===== config.mk =====
export PLATFORM = sky130hd
export DESIGN_NAME = hms_host_if
export DESIGN_NICKNAME = d
export VERILOG_FILES = /design/src/hdl/hms_pkg.sv /design/src/hdl/hms_host_if.sv /design/src/hdl/hms_uart_rx.sv
export SDC_FILE = /design/constraint.sdc
export NUM_CORES = 1
export LEC_CHECK = 0
export BUFFER_PORTS_ARGS = -buffer_cell sky130_fd_sc_hd__buf_2
export CAP_MARGIN = 10
export CORE_MARGIN = 10
export CORE_UTILIZATION = 50
export DETAILED_ROUTE_END_ITERATION = 8
export PLACE_DENSITY = 0.73
export REMOVE_ABC_BUFFERS = 1
export SETUP_SLACK_MARGIN = 0.05
export SLEW_MARGIN = 0
export SYNTH_ARGS = -nofsm -noshare
export SYNTH_HDL_FRONTEND = slang
export SYNTH_SLANG_ARGS = --single-unit

===== constraint.sdc =====
create_clock -name clk_sys -period 5.19 [get_ports clk_sys]
set_clock_uncertainty 0.05 [all_clocks]
set_input_delay 0.2595 -clock clk_sys [delete_from_list [all_inputs] [get_ports clk_sys]]
set_output_delay 0.2595 -clock clk_sys [all_outputs]
set_load 0.05 [all_outputs]

===== src/hdl/hms_pkg.sv =====
package hms_pkg;

   // spi framing
   localparam int          SPI_WORD_BITS = 40;
   localparam int          SPI_CNT_W     = 6;
   localparam logic [5:0]  SPI_BITS_FULL = 6'h28;
   localparam int          SPI_WR_BIT    = 39;

   // positions inside the pin synchroniser vector
   localparam int          PIN_SD_SEL    = 0;
   localparam int          PIN_CFG_SEL   = 1;
   localparam int          PIN_LINK_SEL  = 2;
   localparam int          PIN_SCLK      = 3;
   localparam int          PIN_CS_N      = 4;
   localparam int          PIN_MOSI      = 5;
   localparam int          PIN_WIRE_POS  = 6;
   localparam int          PIN_WIRE_NEG  = 7;
   localparam int          PIN_STEP      = 8;
   localparam int          PIN_DIR       = 9;
   localparam int          PIN_COUNT     = 10;

   // cycles after reset release before the straps are trusted
   localparam logic [1:0]  CFG_SETTLE    = 2'h3;

   // microstep counter
   localparam int          MSTEP_W       = 10;
   localparam logic [9:0]  MSTEP_RST     = 10'h000;
   localparam logic [3:0]  MRES_MAX      = 4'h8;

   // single-wire uart
   localparam int          UART_FRAME_BYTES = 8;
   localparam int          BAUD_W           = 16;
   localparam logic [15:0] BAUD_MIN         = 16'h0004;
   localparam logic [5:0]  UART_GAP_BITS    = 6'h20;
   localparam logic [7:0]  CRC_POLY         = 8'h07;
   localparam logic [7:0]  CRC_INIT         = 8'h00;

   typedef enum logic [1:0] {
      HMS_MODE_MOTION     = 2'b00,
      HMS_MODE_STEPDIR    = 2'b01,
      HMS_MODE_STANDALONE = 2'b10
   } hms_mode_t;

   typedef enum logic [2:0] {
      URX_IDLE    = 3'b000,
      URX_MEASURE = 3'b001,
      URX_START   = 3'b010,
      URX_DATA    = 3'b011,
      URX_STOP    = 3'b100
   } hms_urx_state_t;

   // bytes enter lsb first, polynomial x^8+x^2+x+1
   function automatic logic [7:0] hms_crc8_step(input logic [7:0] crc,
                                                input logic [7:0] data);
      logic [7:0] c;
      c = crc;
      for (int i = 0; i < 8; i++) begin
         if (c[7] ^ data[i]) begin
            c = {c[6:0], 1'b0} ^ CRC_POLY;
         end else begin
            c = {c[6:0], 1'b0};
         end
      end
      return c;
   endfunction : hms_crc8_step

endpackage : hms_pkg


===== src/hdl/hms_host_if.sv =====
`timescale 1ns/1ps
// Operation
// with step_dir_select low the ramp generator runs the motor.
// with step_dir_select high the motor follows the step and dir pins.
// serial_config_select low and step_dir_select high give pin-only mode.
// link_type_select chooses the spi port or the single-wire uart port.
// spi shifts on the master clock and returns one bit per bit received.
// each spi transaction is one 40-bit command and one 40-bit status.
// uart frames carry a crc that the device checks and the host appends.
// the uart finds the bit time of incoming traffic on its own.
// the uart line is differential on wire_pos/wire_neg or single-ended.
// commands are tagged as write or read so registers can be one-way.
// a host wanting read-modify-write keeps a shadow of one-way registers.
// in step/dir operation the internal motion controller is unused.
// rising step edges are active, or both edges with dual_edge_step.
// dir low counts the microstep counter up, high counts it down.
// spi frames are bounded by chip select; partial frames are dropped.
// mode and link straps are taken once after reset and then held.
module hms_host_if
   import hms_pkg::*;
#(
   parameter logic LINK_UART_LEVEL = 1'b1,
   parameter int   FRAME_BYTES     = UART_FRAME_BYTES
) (
   input  wire logic                      clk_sys,
   input  wire logic                      rst_n,
   input  wire logic                      step_dir_select,
   input  wire logic                      serial_config_select,
   input  wire logic                      link_type_select,
   input  wire logic                      spi_sclk,
   input  wire logic                      spi_cs_n,
   input  wire logic                      spi_mosi,
   output logic                           spi_miso,
   output logic                           spi_miso_oe,
   input  wire logic                      wire_pos,
   input  wire logic                      wire_neg,
   input  wire logic                      uart_diff_mode,
   input  wire logic                      step_in,
   input  wire logic                      dir_in,
   input  wire logic                      dual_edge_step,
   input  wire logic [3:0]                mres,
   input  wire logic [SPI_WORD_BITS-1:0]  status_word,
   output logic                           cfg_valid,
   output hms_mode_t                      mode_sel,
   output logic                           link_is_uart,
   output logic                           ramp_gen_en,
   output logic                           step_dir_en,
   output logic                           pin_config_en,
   output logic                           host_if_en,
   output logic                           cmd_valid,
   output logic                           cmd_is_write,
   output logic [SPI_WORD_BITS-1:0]       cmd_word,
   output logic                           spi_frame_err,
   output logic                           uart_frame_valid,
   output logic [8*(FRAME_BYTES-1)-1:0]   uart_frame_data,
   output logic                           uart_crc_err,
   output logic [BAUD_W-1:0]              uart_baud_len,
   output logic [MSTEP_W-1:0]             mstep_count
);

   logic [PIN_COUNT-1:0]     pin_meta_r;
   logic [PIN_COUNT-1:0]     pin_s_r;
   logic [PIN_COUNT-1:0]     pin_d_r;
   logic [1:0]               cfg_cnt_r;
   logic                     cfg_done_r;
   hms_mode_t                mode_r;
   logic                     uart_sel_r;
   logic [SPI_CNT_W-1:0]     bit_cnt_r;
   logic [SPI_WORD_BITS-1:0] rx_sh_r;
   logic [SPI_WORD_BITS-1:0] tx_sh_r;
   logic [SPI_WORD_BITS-1:0] cmd_word_r;
   logic                     cmd_valid_r;
   logic                     cmd_wr_r;
   logic                     frame_err_r;
   logic [MSTEP_W-1:0]       mstep_r;
   logic                     sclk_rise;
   logic                     sclk_fall;
   logic                     cs_fall;
   logic                     cs_rise;
   logic                     cs_act;
   logic                     spi_act;
   logic                     uart_act;
   logic                     step_edge;
   logic                     step_act;
   logic                     rx_level;
   logic [3:0]               mres_c;
   logic [MSTEP_W-1:0]       mstep_inc;

   // every pin passes two flops; edge logic compares the second with a third delay flop
   always_ff @(posedge clk_sys) begin
      if (!rst_n) begin
         pin_meta_r <= '0;
         pin_s_r    <= '0;
         pin_d_r    <= '0;
      end else begin
         pin_meta_r <= {dir_in, step_in, wire_neg, wire_pos, spi_mosi,
                        spi_cs_n, spi_sclk, link_type_select,
                        serial_config_select, step_dir_select};
         pin_s_r    <= pin_meta_r;
         pin_d_r    <= pin_s_r;
      end
   end

   // straps are caught once the synchroniser has filled, then frozen
   always_ff @(posedge clk_sys) begin
      if (!rst_n) begin
         cfg_cnt_r  <= 2'h0;
         cfg_done_r <= 1'b0;
         mode_r     <= HMS_MODE_MOTION;
         uart_sel_r <= 1'b0;
      end else if (!cfg_done_r) begin
         cfg_cnt_r <= cfg_cnt_r + 2'h1;
         if (cfg_cnt_r == CFG_SETTLE) begin
            cfg_done_r <= 1'b1;
            uart_sel_r <= (pin_s_r[PIN_LINK_SEL] == LINK_UART_LEVEL);
            if (!pin_s_r[PIN_SD_SEL]) begin
               mode_r <= HMS_MODE_MOTION;
            end else if (!pin_s_r[PIN_CFG_SEL]) begin
               mode_r <= HMS_MODE_STANDALONE;
            end else begin
               mode_r <= HMS_MODE_STEPDIR;
            end
         end
      end
   end

   assign cfg_valid     = cfg_done_r;
   assign mode_sel      = mode_r;
   assign link_is_uart  = uart_sel_r;
   assign ramp_gen_en   = cfg_done_r & (mode_r == HMS_MODE_MOTION);
   assign step_dir_en   = step_act;
   assign pin_config_en = cfg_done_r & (mode_r == HMS_MODE_STANDALONE);
   // pin-only mode ignores both host ports
   assign host_if_en    = cfg_done_r & (mode_r != HMS_MODE_STANDALONE);
   assign spi_act       = host_if_en & ~uart_sel_r;
   assign uart_act      = host_if_en & uart_sel_r;

   assign sclk_rise = pin_s_r[PIN_SCLK] & ~pin_d_r[PIN_SCLK];
   assign sclk_fall = ~pin_s_r[PIN_SCLK] & pin_d_r[PIN_SCLK];
   assign cs_fall   = ~pin_s_r[PIN_CS_N] & pin_d_r[PIN_CS_N];
   assign cs_rise   = pin_s_r[PIN_CS_N] & ~pin_d_r[PIN_CS_N];
   assign cs_act    = ~pin_s_r[PIN_CS_N];

   // mode 3 style: sample on rising sclk, shift out on falling sclk.
   // the synchroniser costs about three cycles, so sclk must stay well
   // below a quarter of clk_sys
   always_ff @(posedge clk_sys) begin
      if (!rst_n) begin
         bit_cnt_r   <= '0;
         rx_sh_r     <= '0;
         tx_sh_r     <= '0;
         cmd_word_r  <= '0;
         cmd_valid_r <= 1'b0;
         cmd_wr_r    <= 1'b0;
         frame_err_r <= 1'b0;
      end else begin
         cmd_valid_r <= 1'b0;
         frame_err_r <= 1'b0;
         if (!spi_act) begin
            bit_cnt_r <= '0;
         end else if (cs_fall) begin
            bit_cnt_r <= '0;
            tx_sh_r   <= status_word;
         end else if (cs_rise) begin
            bit_cnt_r <= '0;
            if (bit_cnt_r == SPI_BITS_FULL) begin
               cmd_word_r  <= rx_sh_r;
               cmd_wr_r    <= rx_sh_r[SPI_WR_BIT];
               cmd_valid_r <= 1'b1;
            end else if (bit_cnt_r != '0) begin
               frame_err_r <= 1'b1;
            end
         end else if (cs_act) begin
            if (sclk_rise) begin
               rx_sh_r <= {rx_sh_r[SPI_WORD_BITS-2:0],
                           pin_s_r[PIN_MOSI]};
               // saturates one past full so over-long frames are refused
               if (bit_cnt_r <= SPI_BITS_FULL) begin
                  bit_cnt_r <= bit_cnt_r + 6'h01;
               end
            end
            if (sclk_fall && bit_cnt_r != '0) begin
               tx_sh_r <= {tx_sh_r[SPI_WORD_BITS-2:0], 1'b0};
            end
         end
      end
   end

   assign spi_miso      = tx_sh_r[SPI_WORD_BITS-1];
   assign spi_miso_oe   = spi_act & cs_act;
   assign cmd_valid     = cmd_valid_r;
   assign cmd_is_write  = cmd_wr_r;
   assign cmd_word      = cmd_word_r;
   assign spi_frame_err = frame_err_r;

   // differential: low only when wire_neg is above wire_pos
   assign rx_level = uart_diff_mode
                   ? (pin_s_r[PIN_WIRE_POS] | ~pin_s_r[PIN_WIRE_NEG])
                   : pin_s_r[PIN_WIRE_POS];

   hms_uart_rx #(
      .FRAME_BYTES (FRAME_BYTES)
   ) u_uart_rx (
      .clk_sys     (clk_sys),
      .rst_n       (rst_n),
      .rx_enable   (uart_act),
      .rx_level    (rx_level),
      .frame_valid (uart_frame_valid),
      .frame_data  (uart_frame_data),
      .crc_err     (uart_crc_err),
      .baud_len    (uart_baud_len)
   );

   // step/dir path; motion mode ignores the step pin entirely
   assign step_act  = cfg_done_r & (mode_r != HMS_MODE_MOTION);
   assign step_edge = (pin_s_r[PIN_STEP] & ~pin_d_r[PIN_STEP])
                    | (dual_edge_step & ~pin_s_r[PIN_STEP]
                       & pin_d_r[PIN_STEP]);
   assign mres_c    = (mres > MRES_MAX) ? MRES_MAX : mres;
   assign mstep_inc = MSTEP_W'(1) << mres_c;

   always_ff @(posedge clk_sys) begin
      if (!rst_n) begin
         mstep_r <= MSTEP_RST;
      end else if (step_act && step_edge) begin
         if (!pin_s_r[PIN_DIR]) begin
            mstep_r <= mstep_r + mstep_inc;
         end else begin
            mstep_r <= mstep_r - mstep_inc;
         end
      end
   end

   assign mstep_count = mstep_r;

endmodule : hms_host_if


===== src/hdl/hms_uart_rx.sv =====
`timescale 1ns/1ps
module hms_uart_rx
   import hms_pkg::*;
#(
   parameter int FRAME_BYTES = UART_FRAME_BYTES
) (
   input  wire logic                       clk_sys,
   input  wire logic                       rst_n,
   input  wire logic                       rx_enable,
   input  wire logic                       rx_level,
   output logic                            frame_valid,
   output logic [8*(FRAME_BYTES-1)-1:0]    frame_data,
   output logic                            crc_err,
   output logic [BAUD_W-1:0]               baud_len
);

   localparam int DW = 8*(FRAME_BYTES-1);

   hms_urx_state_t    state_r;
   logic [BAUD_W-1:0] cnt_r;
   logic [BAUD_W-1:0] bit_len_r;
   logic [2:0]        bit_idx_r;
   logic [7:0]        shift_r;
   logic [3:0]        byte_idx_r;
   logic [7:0]        crc_r;
   logic [5:0]        gap_r;
   logic [DW-1:0]     data_r;
   logic              valid_r;
   logic              err_r;
   logic              bit_end;

   assign bit_end     = (cnt_r == bit_len_r - 16'h0001);
   assign frame_valid = valid_r;
   assign frame_data  = data_r;
   assign crc_err     = err_r;
   assign baud_len    = bit_len_r;

   always_ff @(posedge clk_sys) begin
      if (!rst_n) begin
         state_r    <= URX_IDLE;
         cnt_r      <= '0;
         bit_len_r  <= BAUD_MIN;
         bit_idx_r  <= 3'h0;
         shift_r    <= 8'h00;
         byte_idx_r <= 4'h0;
         crc_r      <= CRC_INIT;
         gap_r      <= 6'h00;
         data_r     <= '0;
         valid_r    <= 1'b0;
         err_r      <= 1'b0;
      end else begin
         valid_r <= 1'b0;
         err_r   <= 1'b0;
         if (!rx_enable) begin
            state_r    <= URX_IDLE;
            byte_idx_r <= 4'h0;
            crc_r      <= CRC_INIT;
         end else begin
            case (state_r)
               URX_IDLE: begin
                  if (!rx_level) begin
                     cnt_r   <= 16'h0001;
                     gap_r   <= 6'h00;
                     // first byte of a frame re-measures the bit time
                     state_r <= (byte_idx_r == 4'h0) ? URX_MEASURE
                                                     : URX_START;
                  end else if (byte_idx_r != 4'h0) begin
                     // a long quiet line drops a half-received frame
                     if (bit_end) begin
                        cnt_r <= '0;
                        gap_r <= gap_r + 6'h01;
                        if (gap_r == UART_GAP_BITS - 6'h01) begin
                           byte_idx_r <= 4'h0;
                           crc_r      <= CRC_INIT;
                        end
                     end else begin
                        cnt_r <= cnt_r + 16'h0001;
                     end
                  end
               end
               URX_MEASURE: begin
                  // sync byte has lsb set: the low run is one start bit
                  if (rx_level) begin
                     if (cnt_r < BAUD_MIN) begin
                        state_r <= URX_IDLE;
                     end else begin
                        bit_len_r <= cnt_r;
                        cnt_r     <= cnt_r >> 1;
                        bit_idx_r <= 3'h0;
                        state_r   <= URX_DATA;
                     end
                  end else if (cnt_r == {BAUD_W{1'b1}}) begin
                     state_r <= URX_IDLE;
                  end else begin
                     cnt_r <= cnt_r + 16'h0001;
                  end
               end
               URX_START: begin
                  if (cnt_r == (bit_len_r >> 1)) begin
                     cnt_r     <= '0;
                     bit_idx_r <= 3'h0;
                     state_r   <= rx_level ? URX_IDLE : URX_DATA;
                  end else begin
                     cnt_r <= cnt_r + 16'h0001;
                  end
               end
               URX_DATA: begin
                  if (bit_end) begin
                     cnt_r   <= '0;
                     shift_r <= {rx_level, shift_r[7:1]};
                     if (bit_idx_r == 3'h7) begin
                        state_r <= URX_STOP;
                     end else begin
                        bit_idx_r <= bit_idx_r + 3'h1;
                     end
                  end else begin
                     cnt_r <= cnt_r + 16'h0001;
                  end
               end
               URX_STOP: begin
                  if (bit_end) begin
                     cnt_r   <= '0;
                     state_r <= URX_IDLE;
                     if (!rx_level) begin
                        byte_idx_r <= 4'h0;
                        crc_r      <= CRC_INIT;
                        err_r      <= 1'b1;
                     end else if (byte_idx_r == 4'(FRAME_BYTES-1)) begin
                        byte_idx_r <= 4'h0;
                        crc_r      <= CRC_INIT;
                        valid_r    <= (crc_r == shift_r);
                        err_r      <= (crc_r != shift_r);
                     end else begin
                        data_r     <= {data_r[DW-9:0], shift_r};
                        crc_r      <= hms_crc8_step(crc_r, shift_r);
                        byte_idx_r <= byte_idx_r + 4'h1;
                     end
                  end else begin
                     cnt_r <= cnt_r + 16'h0001;
                  end
               end
               default: state_r <= URX_IDLE;
            endcase
         end
      end
   end

endmodule : hms_uart_rx


==> impl_metrics.yaml, run 1 <==
outcome:
  status: "complete, but fails checks"
  violations: "negative hold slack"
critical_path:
  critical_path.cell_chain: "or4_1, or3_1, a211o_1, a221oi_2, nand4_2, or2_1, or3_2, nand2_1, a21oi_1"
  cp.arrival_ns: 4.34
  worstPathMaxFanout: 56
  critPathTopFamily: "simple AND/OR/NAND/NOR gates"
  startpoint_type: "flip-flop"
  cpMaxStageDelayCell: "or3_2"
  cp.required_ns: 5.54
  cpPeakStageDelay_ns: 0.88
  crit_buf_inv: 0
  end_kind: "flip-flop"
  path_class: "reg2reg"
routing:
  via_count: 11721
  wl_um: 32810
  drt_iter0_markers: 959
  drtPass1Iterations: 5
  vias_per_cell: 5.459
  wire_per_inst_um: 15.28
  drtAntennaViolNets: 0
  route.detailed.drc: 0
sta:
  worstMarginPinSlew_ns: 1.189
  maxSlewViolCount: 0
  finalSetupViolations: 0
  whs_ns: -0.01029
  period_needed_ns: 3.996
  rsz0062_at_grt: "false"
  final-hold-violation-count: 1
  max-slew-margin-rel: 0.2062
  fin_crit_sh: 0.7699
  clock.fmax_mhz: 250.3
pwr:
  p_total_uw: 4661
  leakage_uw: 0.006006
  powerDensity_nw_per_um2: 297.9
  peakVddDrop_mv: 0.3486
floorplanning:
  die_area_um2: 33360
  die_w_um: 182.7
  coreArea_um2: 26060
  io_pins: 195
  die_h_um: 182.7
  rows: 59
  start_util: 0.5077
finish:
  final-seq-area_um2: 5786
  fill_cells: 2365
  multi_input_area_um2: 6804
  fin_nets: 1877
  stdcell_count: 2147
  drive_above_1_share: 0.1518
  diodes: 0
  syn_to_final_growth_pct: 18.27
synthesis:
  syn-cell-area_um2: 13230
  synthAdderAreaFrac: 0.02327
  synth_sequential_area_ratio: 0.4373
  synthSimpleGateAreaFrac: 0.2364
  synth_compound_area_frac: 0.1512
  synth_mux_area_frac: 0.04549
  syn_avg_cell_area_um2: 8.076
  synth.area.top_cells: "dfxtp_1, nand2_1, a21oi_1"
  synth_edf_count: 0
  synth_top_family_by_area: "simple AND/OR/NAND/NOR gates"
  yosys.area.top_type: "dfxtp_1"
  synthXorXnorAreaFrac: 0.05628
  netlist.area_leader.share: 0.4373
  synth-main-ff-cell: "dfxtp_1"
  netlist_instances: 1638
  ys_warn_count: 0
  synth_cell_types: 73
  ys_ff_latch: 289
  async_reset_ff_frac: 0
clocking:
  cts_resized: 0
  worst_skew_pair.late_latency_ns: 0.57
  tritoncts: "yes"
  cts_max_path_buffers: 3
  clk_pin_slew_ns: 0.06
  cts_root_buf: "clkbuf_16"
  clkSinkCount: 289
  cts_buffers: 30
  cts_max_level: 1
global_route:
  grt_pass1_wl_um: 54410
  gr-usage-all-layers: 0.1874
  grt_max_degree: 188
  grt_antenna_before_repair: 0
  overflow: 0
  grt_pass1_vias: 11001
placed_design:
  placed_cells: 2059
  hpwl_um: 21720
  place.gp.congestion: 0.9294
  numPortBuffers: 194
run:
  drv_cap: 0
min_path:
  min_path_type: "in2reg"
==> layout make-up <==
type,instances,area share
Tap cell,335,0.02679
Clock buffer,42,0.05726
Multi-Input combinational cell,1195,0.4349
Timing Repair Buffer,247,0.09452
Clock inverter,7,0.008796
Sequential cell,289,0.3698
Inverter,32,0.007997
==> cells in the final DEF (no fill, tap or decap), types with 13 or more instances in the layout <==
cell | Yosys | layout
clkbuf_16 | 0 | 30
dlygate4sd3_1 | 0 | 39
buf_4 | 6 | 13
nand2_1 | 363 | 363
a21oi_1 | 193 | 193
o21ai_0 | 33 | 33
xor2_1 | 46 | 46
mux2i_1 | 59 | 59
nor4_1 | 18 | 18
nor3_1 | 18 | 18
a211oi_1 | 45 | 44
dfxtp_1 | 289 | 289
nor2_1 | 125 | 125
xnor2_1 | 39 | 39
ha_1 | 23 | 22
inv_1 | 31 | 30
buf_2 | 5 | 194
and2_1 | 28 | 28
nand3_1 | 42 | 42
==> flip-flops by register name (all words and copies together), names as in the netlist, 8 cells and up <==
name and cells:
u_uart_rx.cnt_r 16, u_uart_rx.baud_len 16, rx_sh_r 40, cmd_word 39, u_uart_rx.frame_data 56, pin_s_r 10, u_uart_rx.shift_r 8, tx_sh_r 40
pin_meta_r 10, mstep_count 10, u_uart_rx.crc_r 8
==> through the flow <==
step                utilization  setup TNS [ns]  hold WS (ns)  setup slack [ns]  cell area, um^2
finish                   0.6004               0      -0.01029             1.194            15650
global route             0.6004               0       0.01425            0.9730            15650
CTS                      0.6004               0      0.001064             1.235            15650
detailed placement       0.5458               0        0.3684             1.246            14220
global placement         0.5458               0        0.3696             1.328            14220
floorplan                     -          -65.05        0.2813            -1.829            12690
==> cells by family after synthesis <==
| logic type | count (synthesis) |
|---|---|
| DFF | 289 |
| muxes | 60 |
| AOI/OAI and AO/OA | 337 |
| adders and majority gates | 24 |
| and+or+nand+nor | 689 |
| xor gates and xnor gates | 85 |
| buffers and inverters | 154 |
==> tightest hold or removal path, delay by kind of cell <==
kind	cells	cell delay (ns)
multiplexers	1	0.12
buffers and inverters	1	0.09
AO/OA/AOI/OAI	1	0.08
==> power by group <==
| part | internal (uW) | leakage [uW] | switching [uW] | total (uW) |
|---|---|---|---|---|
| sequential | 2230 | 0.00233 | 9.51 | 2240 |
| combinational | 84.9 | 0.00317 | 123 | 208 |
| clock | 1340 | 0.000506 | 871 | 2210 |
==> cell usage after synthesis, drive strengths merged (5+ instances only) <==
cell,count
a211oi,45
a21o,9
a21oi,193
a22oi,5
a31oi,5
and2,28
and3,11
buf,23
clkbuf,99
dfxtp,289
ha,23
inv,31
mux2i,59
nand2,363
nand2b,11
nand3,42
nand3b,7
nand4,12
nor2,126
nor2b,5
nor3,20
nor3b,5
nor4,18
nor4b,6
o211ai,7
o21ai,35
or3,10
or4,7
xnor2,39
xor2,46
==> what timing repair did <==
action                                 4_1_cts  5_1_grt
hold buffers                                39        0
setup buffers                                0        0
setup endpoints to repair                    0        0
endpoints found under the hold margin       39        0
==> per-layer routing <==
layer | share of wire | GRT usage | vias up
met4 | 0.023 | 0.05337 | 0
met3 | 0.060 | 0.03541 | 54
met1 | 0.44 | 0.2413 | 5455
li1 | - | - | 5884
met2 | 0.48 | 0.3123 | 328
met5 | 0 | 0 | -
==> path summary, 6_finish.rpt <==
check                        startpoint  slack, ns  cells after the start                      end
setup / recovery  u_uart_rx.baud_len[8]       1.19                      9  u_uart_rx.frame_data[0]
hold reg to reg           pin_meta_r[7]       0.38                      1               pin_s_r[7]
setup reg to reg  u_uart_rx.baud_len[8]       1.19                      9  u_uart_rx.frame_data[0]
hold / removal          status_word[23]      -0.01                      3              tx_sh_r[23]
Power figures use the tool's default switching activity.
==> inputs of run 2 (changes only) <==
--- a/config.mk
+++ b/config.mk
@@ -5,12 +5,13 @@
 export SDC_FILE = /design/constraint.sdc
 export NUM_CORES = 1
 export LEC_CHECK = 0
+export ABC_AREA = 1
 export BUFFER_PORTS_ARGS = -buffer_cell sky130_fd_sc_hd__buf_2
 export CAP_MARGIN = 10
 export CORE_MARGIN = 10
 export CORE_UTILIZATION = 50
 export DETAILED_ROUTE_END_ITERATION = 8
-export PLACE_DENSITY = 0.73
+export PLACE_DENSITY = 0.76
 export REMOVE_ABC_BUFFERS = 1
 export SETUP_SLACK_MARGIN = 0.05
 export SLEW_MARGIN = 0
==> constraint.sdc (replaced) <==
create_clock -name clk_sys -period 3.4 [get_ports clk_sys]
set_clock_uncertainty 0.05 [all_clocks]
set_input_delay 0.17 -clock clk_sys [delete_from_list [all_inputs] [get_ports clk_sys]]
set_output_delay 0.17 -clock clk_sys [all_outputs]
set_load 0.05 [all_outputs]
==> impl_metrics.yaml, run 2 <==
synthesis:
  synth_most_common_cell: "nand2_1"
  synth_edf_count: 0
  yosys.area.top_type: "dfxtp_1"
  netlist.area_leader.share: 0.4296
  ys_warn_count: 0
  async_reset_ff_frac: 0
  synth_sequential_area_ratio: 0.4296
  synth.area.top_cells: "dfxtp_1, nand2_1, o21ai_0"
  netlist_instances: 1910
  synth-main-ff-cell: "dfxtp_1"
  ys_ff_latch: 289
  synth_cell_types: 45
  ys_top_cells_by_count: "nand2_1, dfxtp_1, nor2_1, o21ai_0, inv_1"
  syn-cell-area_um2: 13470
  syn_avg_cell_area_um2: 7.051
global_route:
  grt_pass1_vias: 12410
  grt_max_degree: 93
  grt_pass1_wl_um: 60840
  gr-usage-all-layers: 0.2078
  overflow: 0
  grt_antenna_before_repair: 0
critical_path:
  r2r-start: "u_uart_rx.baud_len[0]"
  worstPathMaxFanout: 52
  r2r_cells: 17
  startpoint_type: "flip-flop"
  crit_start: "u_uart_rx.baud_len[0]"
  cp-endpoint: "u_uart_rx.shift_r[7]"
  rr_endpoint: "u_uart_rx.shift_r[7]"
  ff2ff_setup_slack_ns: 0.39
  cp.arrival_ns: 3.41
  cp.required_ns: 3.80
  path_class: "reg2reg"
  end_kind: "flip-flop"
pwr:
  p_clk_frac: 0.507
  power.internal_uw: 6138
  leakage_uw: 0.007341
  p_switching_uw: 1707
  comb_power_share: 0.054
  sw_frac_of_total: 0.2176
  powerDensity_nw_per_um2: 480.5
  p_seq_frac: 0.440
  peakVddDrop_mv: 0.4041
  p_total_uw: 7845
finish:
  syn_to_final_growth_pct: 21.23
  drive_above_1_share: 0.1402
  largest_reg_flops: 56
  stdcell_count: 2467
  utilization: 0.6109
  final_common_cell: "nand2_1"
  fin_nets: 2183
  final_cell_mix: "nand2_1, dfxtp_1, nor2_1, o21ai_0, buf_2"
  final_area_um2: 16330
  diodes: 0
sta:
  maxSlewViolCount: 0
  clock.fmax_mhz: 331.7
  finalSetupViolations: 0
  rsz0062_at_grt: "false"
  final-hold-violation-count: 0
  worstMarginPinSlew_ns: 0.6769
  period_needed_ns: 3.015
  max-slew-margin-rel: 0.5483
  fin_crit_sh: 0.8867
  setup_ws_ns: 0.3851
floorplanning:
  start_util: 0.5039
  rows: 60
  die_area_um2: 33900
  die_h_um: 184.1
  io_pins: 195
  coreArea_um2: 26730
  die_w_um: 184.1
outcome:
  status: "complete, no violations"
placed_design:
  hpwl_um: 24000
  pre_cts_ws_ns: 0.4437
  place.gp.congestion: 0.9395
  placed_cells: 2359
  numPortBuffers: 194
  dpl_cell_area_um2: 14600
routing:
  vias_per_cell: 5.278
  drt_iter0_markers: 1086
  drtPass1Iterations: 5
  wire_per_inst_um: 14.69
  wl_um: 36250
  route.detailed.drc: 0
  drtAntennaViolNets: 0
  via_count: 13021
clocking:
  tritoncts: "yes"
  cts_root_buf: "clkbuf_16"
  cts_resized: 0
  worst_skew_pair.late_latency_ns: 0.56
  clkSinkCount: 289
  cts_setup_buffers: 0
  cts_max_level: 1
  cts_buffers: 31
  cts_max_path_buffers: 3
  clk_pin_slew_ns: 0.06
  postCtsHoldBufs: 50
min_path:
  min_path_type: "in2reg"
run:
  drv_cap: 0
==> run 2: cell count changes after synthesis, sizes merged, moves of 13 or more <==
| cell | before | now |
|---|---|---|
| o21ai | 35 | 263 |
| nor2 | 126 | 272 |
| inv | 31 | 175 |
| a21oi | 193 | 128 |
| mux2i | 59 | 0 |
| nor3 | 20 | 72 |
| a211oi | 45 | 4 |
| a31oi | 5 | 42 |
| and2 | 28 | 1 |
| nand3 | 42 | 61 |
| xnor2 | 39 | 22 |
| nor4 | 18 | 2 |
| clkbuf | 99 | 86 |
==> run 2: worst min path at each step <==
stage,startpoint,endpoint,slack (ns),cells after the start
after global placement,wire_pos,pin_meta_r[6],0.30,3
after CTS,rst_n,pin_d_r[3],0.001,3
after global routing,rst_n,pin_d_r[3],0.03,3
after floorplan,rst_n,pin_d_r[3],0.21,2
after detailed placement,wire_neg,pin_meta_r[7],0.31,3
final,rst_n,pin_d_r[3],0.007,3
==> run 2: power by group through the flow <==
stage	Clock (uW)	Sequential, uW	Combinational, uW
2_1_floorplan	0	3540	203
3_3_place_gp	0	3520	364
3_5_place_dp	0	3520	370
4_1_cts	4040	3450	417
5_1_grt	4190	3450	471
6_report	3980	3450	420
==> run 2: layout make-up <==
| class | count | area, um^2 |
|---|---|---|
| clock buffers | 40 | 869.6 |
| clock inverters | 18 | 356.6 |
| fillers | 2443 | 10400 |
| inverters | 175 | 656.9 |
| multi-input cells | 1341 | 6590 |
| flip-flops and latches | 289 | 5786 |
| well taps | 341 | 426.7 |
| repair buffers | 263 | 1642 |
==> run 2: logic make-up after synthesis <==
kind of cell | count (synthesis) | synth area share
and+or+nand+nor | 803 | 0.2504
AOI/OAI and AO/OA | 452 | 0.1756
DFF | 289 | 0.4296
buffers and inverters | 280 | 0.08129
xor gates and xnor gates | 62 | 0.04032
adders and majority gates | 24 | 0.02285
==> run 2: critical path, cell delays in order, from the launching register on <==
cell	delay [ns]
dfxtp_1	0.40
inv_1	0.11
ha_1	0.31
inv_1	0.04
nand2_1	0.05
nand2_1	0.04
nor2_1	0.13
nand2_1	0.07
nor2_1	0.10
nand2_1	0.07
nor2_1	0.11
nand3_2	0.19
nor2_4	0.19
nand2_4	0.09
buf_4	0.29
nor2_4	0.31
nand2_1	0.11
and3_1	0.20
==> run 2: routing by layer <==
metal | global-route usage | vias up | part of all wire
li1 | - | 6629 | -
met1 | 0.2676 | 6007 | 0.44
met2 | 0.3510 | 335 | 0.48
met3 | 0.04213 | 50 | 0.064
met4 | 0.04490 | 0 | 0.016
met5 | 0 | - | 0
==> run 2: per-stage QoR <==
step                setup TNS (ns)  hold slack [ns]
finish                           0         0.007074
global route                     0          0.02845
CTS                              0         0.001456
detailed placement               0           0.3078
global placement                 0           0.3023
floorplan                   -4.852           0.2135
==> inputs of run 3 (changes only) <==
--- a/config.mk
+++ b/config.mk
@@ -6,12 +6,13 @@
 export NUM_CORES = 1
 export LEC_CHECK = 0
 export ABC_AREA = 1
-export BUFFER_PORTS_ARGS = -buffer_cell sky130_fd_sc_hd__buf_2
 export CAP_MARGIN = 10
+export CORE_ASPECT_RATIO = 1.25
 export CORE_MARGIN = 10
 export CORE_UTILIZATION = 50
 export DETAILED_ROUTE_END_ITERATION = 8
-export PLACE_DENSITY = 0.76
+export DONT_BUFFER_PORTS = 1
+export PLACE_DENSITY = 0.7
 export REMOVE_ABC_BUFFERS = 1
 export SETUP_SLACK_MARGIN = 0.05
 export SLEW_MARGIN = 0
==> impl_metrics.yaml, run 3 (same netlist as run 2, synthesis figures left out) <==
outcome:
  status: "complete, but fails checks"
  violations: "negative hold slack"
sta:
  finalSetupViolations: 0
  max-slew-margin-rel: 0.3730
  fin_crit_sh: 0.8653
  final-hold-violation-count: 5
  whs_ns: -0.02014
  maxSlewViolCount: 0
  worstMarginPinSlew_ns: 0.9405
  clock.fmax_mhz: 339.9
  setup_tns_ns: 0
  rsz0062_at_grt: "false"
  period_needed_ns: 2.942
finish:
  stdcell_count: 2309
  syn_to_final_growth_pct: 14.61
  drive_above_1_share: 0.06263
  diodes: 0
  fin_nets: 2024
  final_common_cell: "nand2_1"
  final_cell_mix: "nand2_1, dfxtp_1, nor2_1, o21ai_0, inv_1"
  largest_reg_flops: 56
  fill_cells: 2470
critical_path:
  cpPeakStageDelay_ns: 0.49
  worstPathMaxFanout: 12
  path_class: "reg2reg"
  crit_start: "u_uart_rx.baud_len[1]"
  critical_path.cell_chain: "buf_4, nor2_1, nand2_2, nor2_2, nand2_1, nand2_1, nand3_1, nor2_1, nand3_2, o21ai_1, nand2_1, o21ai_1, nor2_1"
  end_kind: "flip-flop"
  cpMaxStageDelayCell: "o21ai_1"
  cp.required_ns: 3.78
  cp.arrival_ns: 3.32
  crit_buf_inv: 1
  critPathTopFamily: "simple AND/OR/NAND/NOR gates"
  r2r-start: "u_uart_rx.baud_len[1]"
  startpoint_type: "flip-flop"
global_route:
  grt_max_degree: 201
  grt_pass1_wl_um: 58590
  grt_antenna_before_repair: 0
  grt_pass1_vias: 11716
  overflow: 0
  gr-usage-all-layers: 0.1998
pwr:
  p_total_uw: 7166
  leakage_uw: 0.006420
  peakVddDrop_mv: 0.4181
  powerDensity_nw_per_um2: 464.3
routing:
  drtPass1Iterations: 5
  wire_per_inst_um: 15.52
  via_count: 12353
  route.detailed.drc: 0
  drt_iter0_markers: 916
  wl_um: 35830
  vias_per_cell: 5.350
  drtAntennaViolNets: 0
clocking:
  tritoncts: "yes"
  cts_buffers: 30
  clk_pin_slew_ns: 0.07
  worst_skew_pair.late_latency_ns: 0.57
  cts_root_buf: "clkbuf_16"
  cts_setup_buffers: 0
  cts_max_level: 1
  clkSinkCount: 289
  cts_max_path_buffers: 3
floorplanning:
  start_util: 0.5052
  io_pins: 195
  die_w_um: 166.8
  die_area_um2: 33940
  die_h_um: 203.5
  coreArea_um2: 26660
  rows: 67
placed_design:
  numPortBuffers: 0
  placed_cells: 2193
  hpwl_um: 23600
  place.gp.congestion: 0.8882
min_path:
  min_path_type: "in2reg"
  min_from: "rst_n"
run:
  drv_cap: 0
[run 3: stage by stage]
stage	area, um^2	setup slack [ns]	util
2_1_floorplan	13030	-0.1244	-
3_3_place_gp	13790	0.5349	0.5174
3_5_place_dp	13790	0.4612	0.5174
4_1_cts	15440	0.4322	0.5790
5_1_grt	15440	0.1170	0.5790
6_report	15440	0.4580	0.5790
[run 3: timing repair]
item | CTS | global route
gates resized for setup | 0 | 0
endpoints found under the setup margin | 0 | 0
hold endpoints to repair | 230 | 0
hold buffers | 62 | 0
[run 3: layer usage]
layer  vias up  global-route usage  routed length (um)
met5         -                   0                   0
met4         0             0.06501                 940
met3        69             0.05738                2965
met2       354              0.3468               17380
met1      5638              0.2324               14540
li1       6292                   -                   -
[run 3: area by class of cell]
cell class,instances,area [um^2],area share
flip-flops and latches,289,5786,0.3748
repair buffers,105,960.9,0.06225
inverters,175,656.9,0.04255
multi-input cells,1341,6595,0.4273
well taps,345,431.7,0.02796
clock buffers,41,842.1,0.05455
clock inverters,13,163.9,0.01062
[run 3: path summary, 6_finish.rpt]
path / cells past startpoint / slack (ns) / endpoint
hold / removal: 3 / -0.02 / pin_d_r[8]
hold reg to reg: 2 / 0.36 / pin_s_r[8]
setup reg to reg: 13 / 0.46 / u_uart_rx.crc_r[0]
setup / recovery: 13 / 0.46 / u_uart_rx.crc_r[0]
[run 3: power by group]
| group | switching [uW] | total [uW] | internal, uW |
|---|---|---|---|
| Sequential | 26.4 | 3450 | 3420 |
| Clock | 1360 | 3320 | 1960 |
| Combinational | 256 | 399 | 143 |
| Total | 1640 | 7170 | 5530 |
[run 3: tightest hold or removal path, delay by kind of cell]
kind	cells	cell delay [ns]
buffers and inverters	2	0.22
AND/OR/NAND/NOR	1	0.12
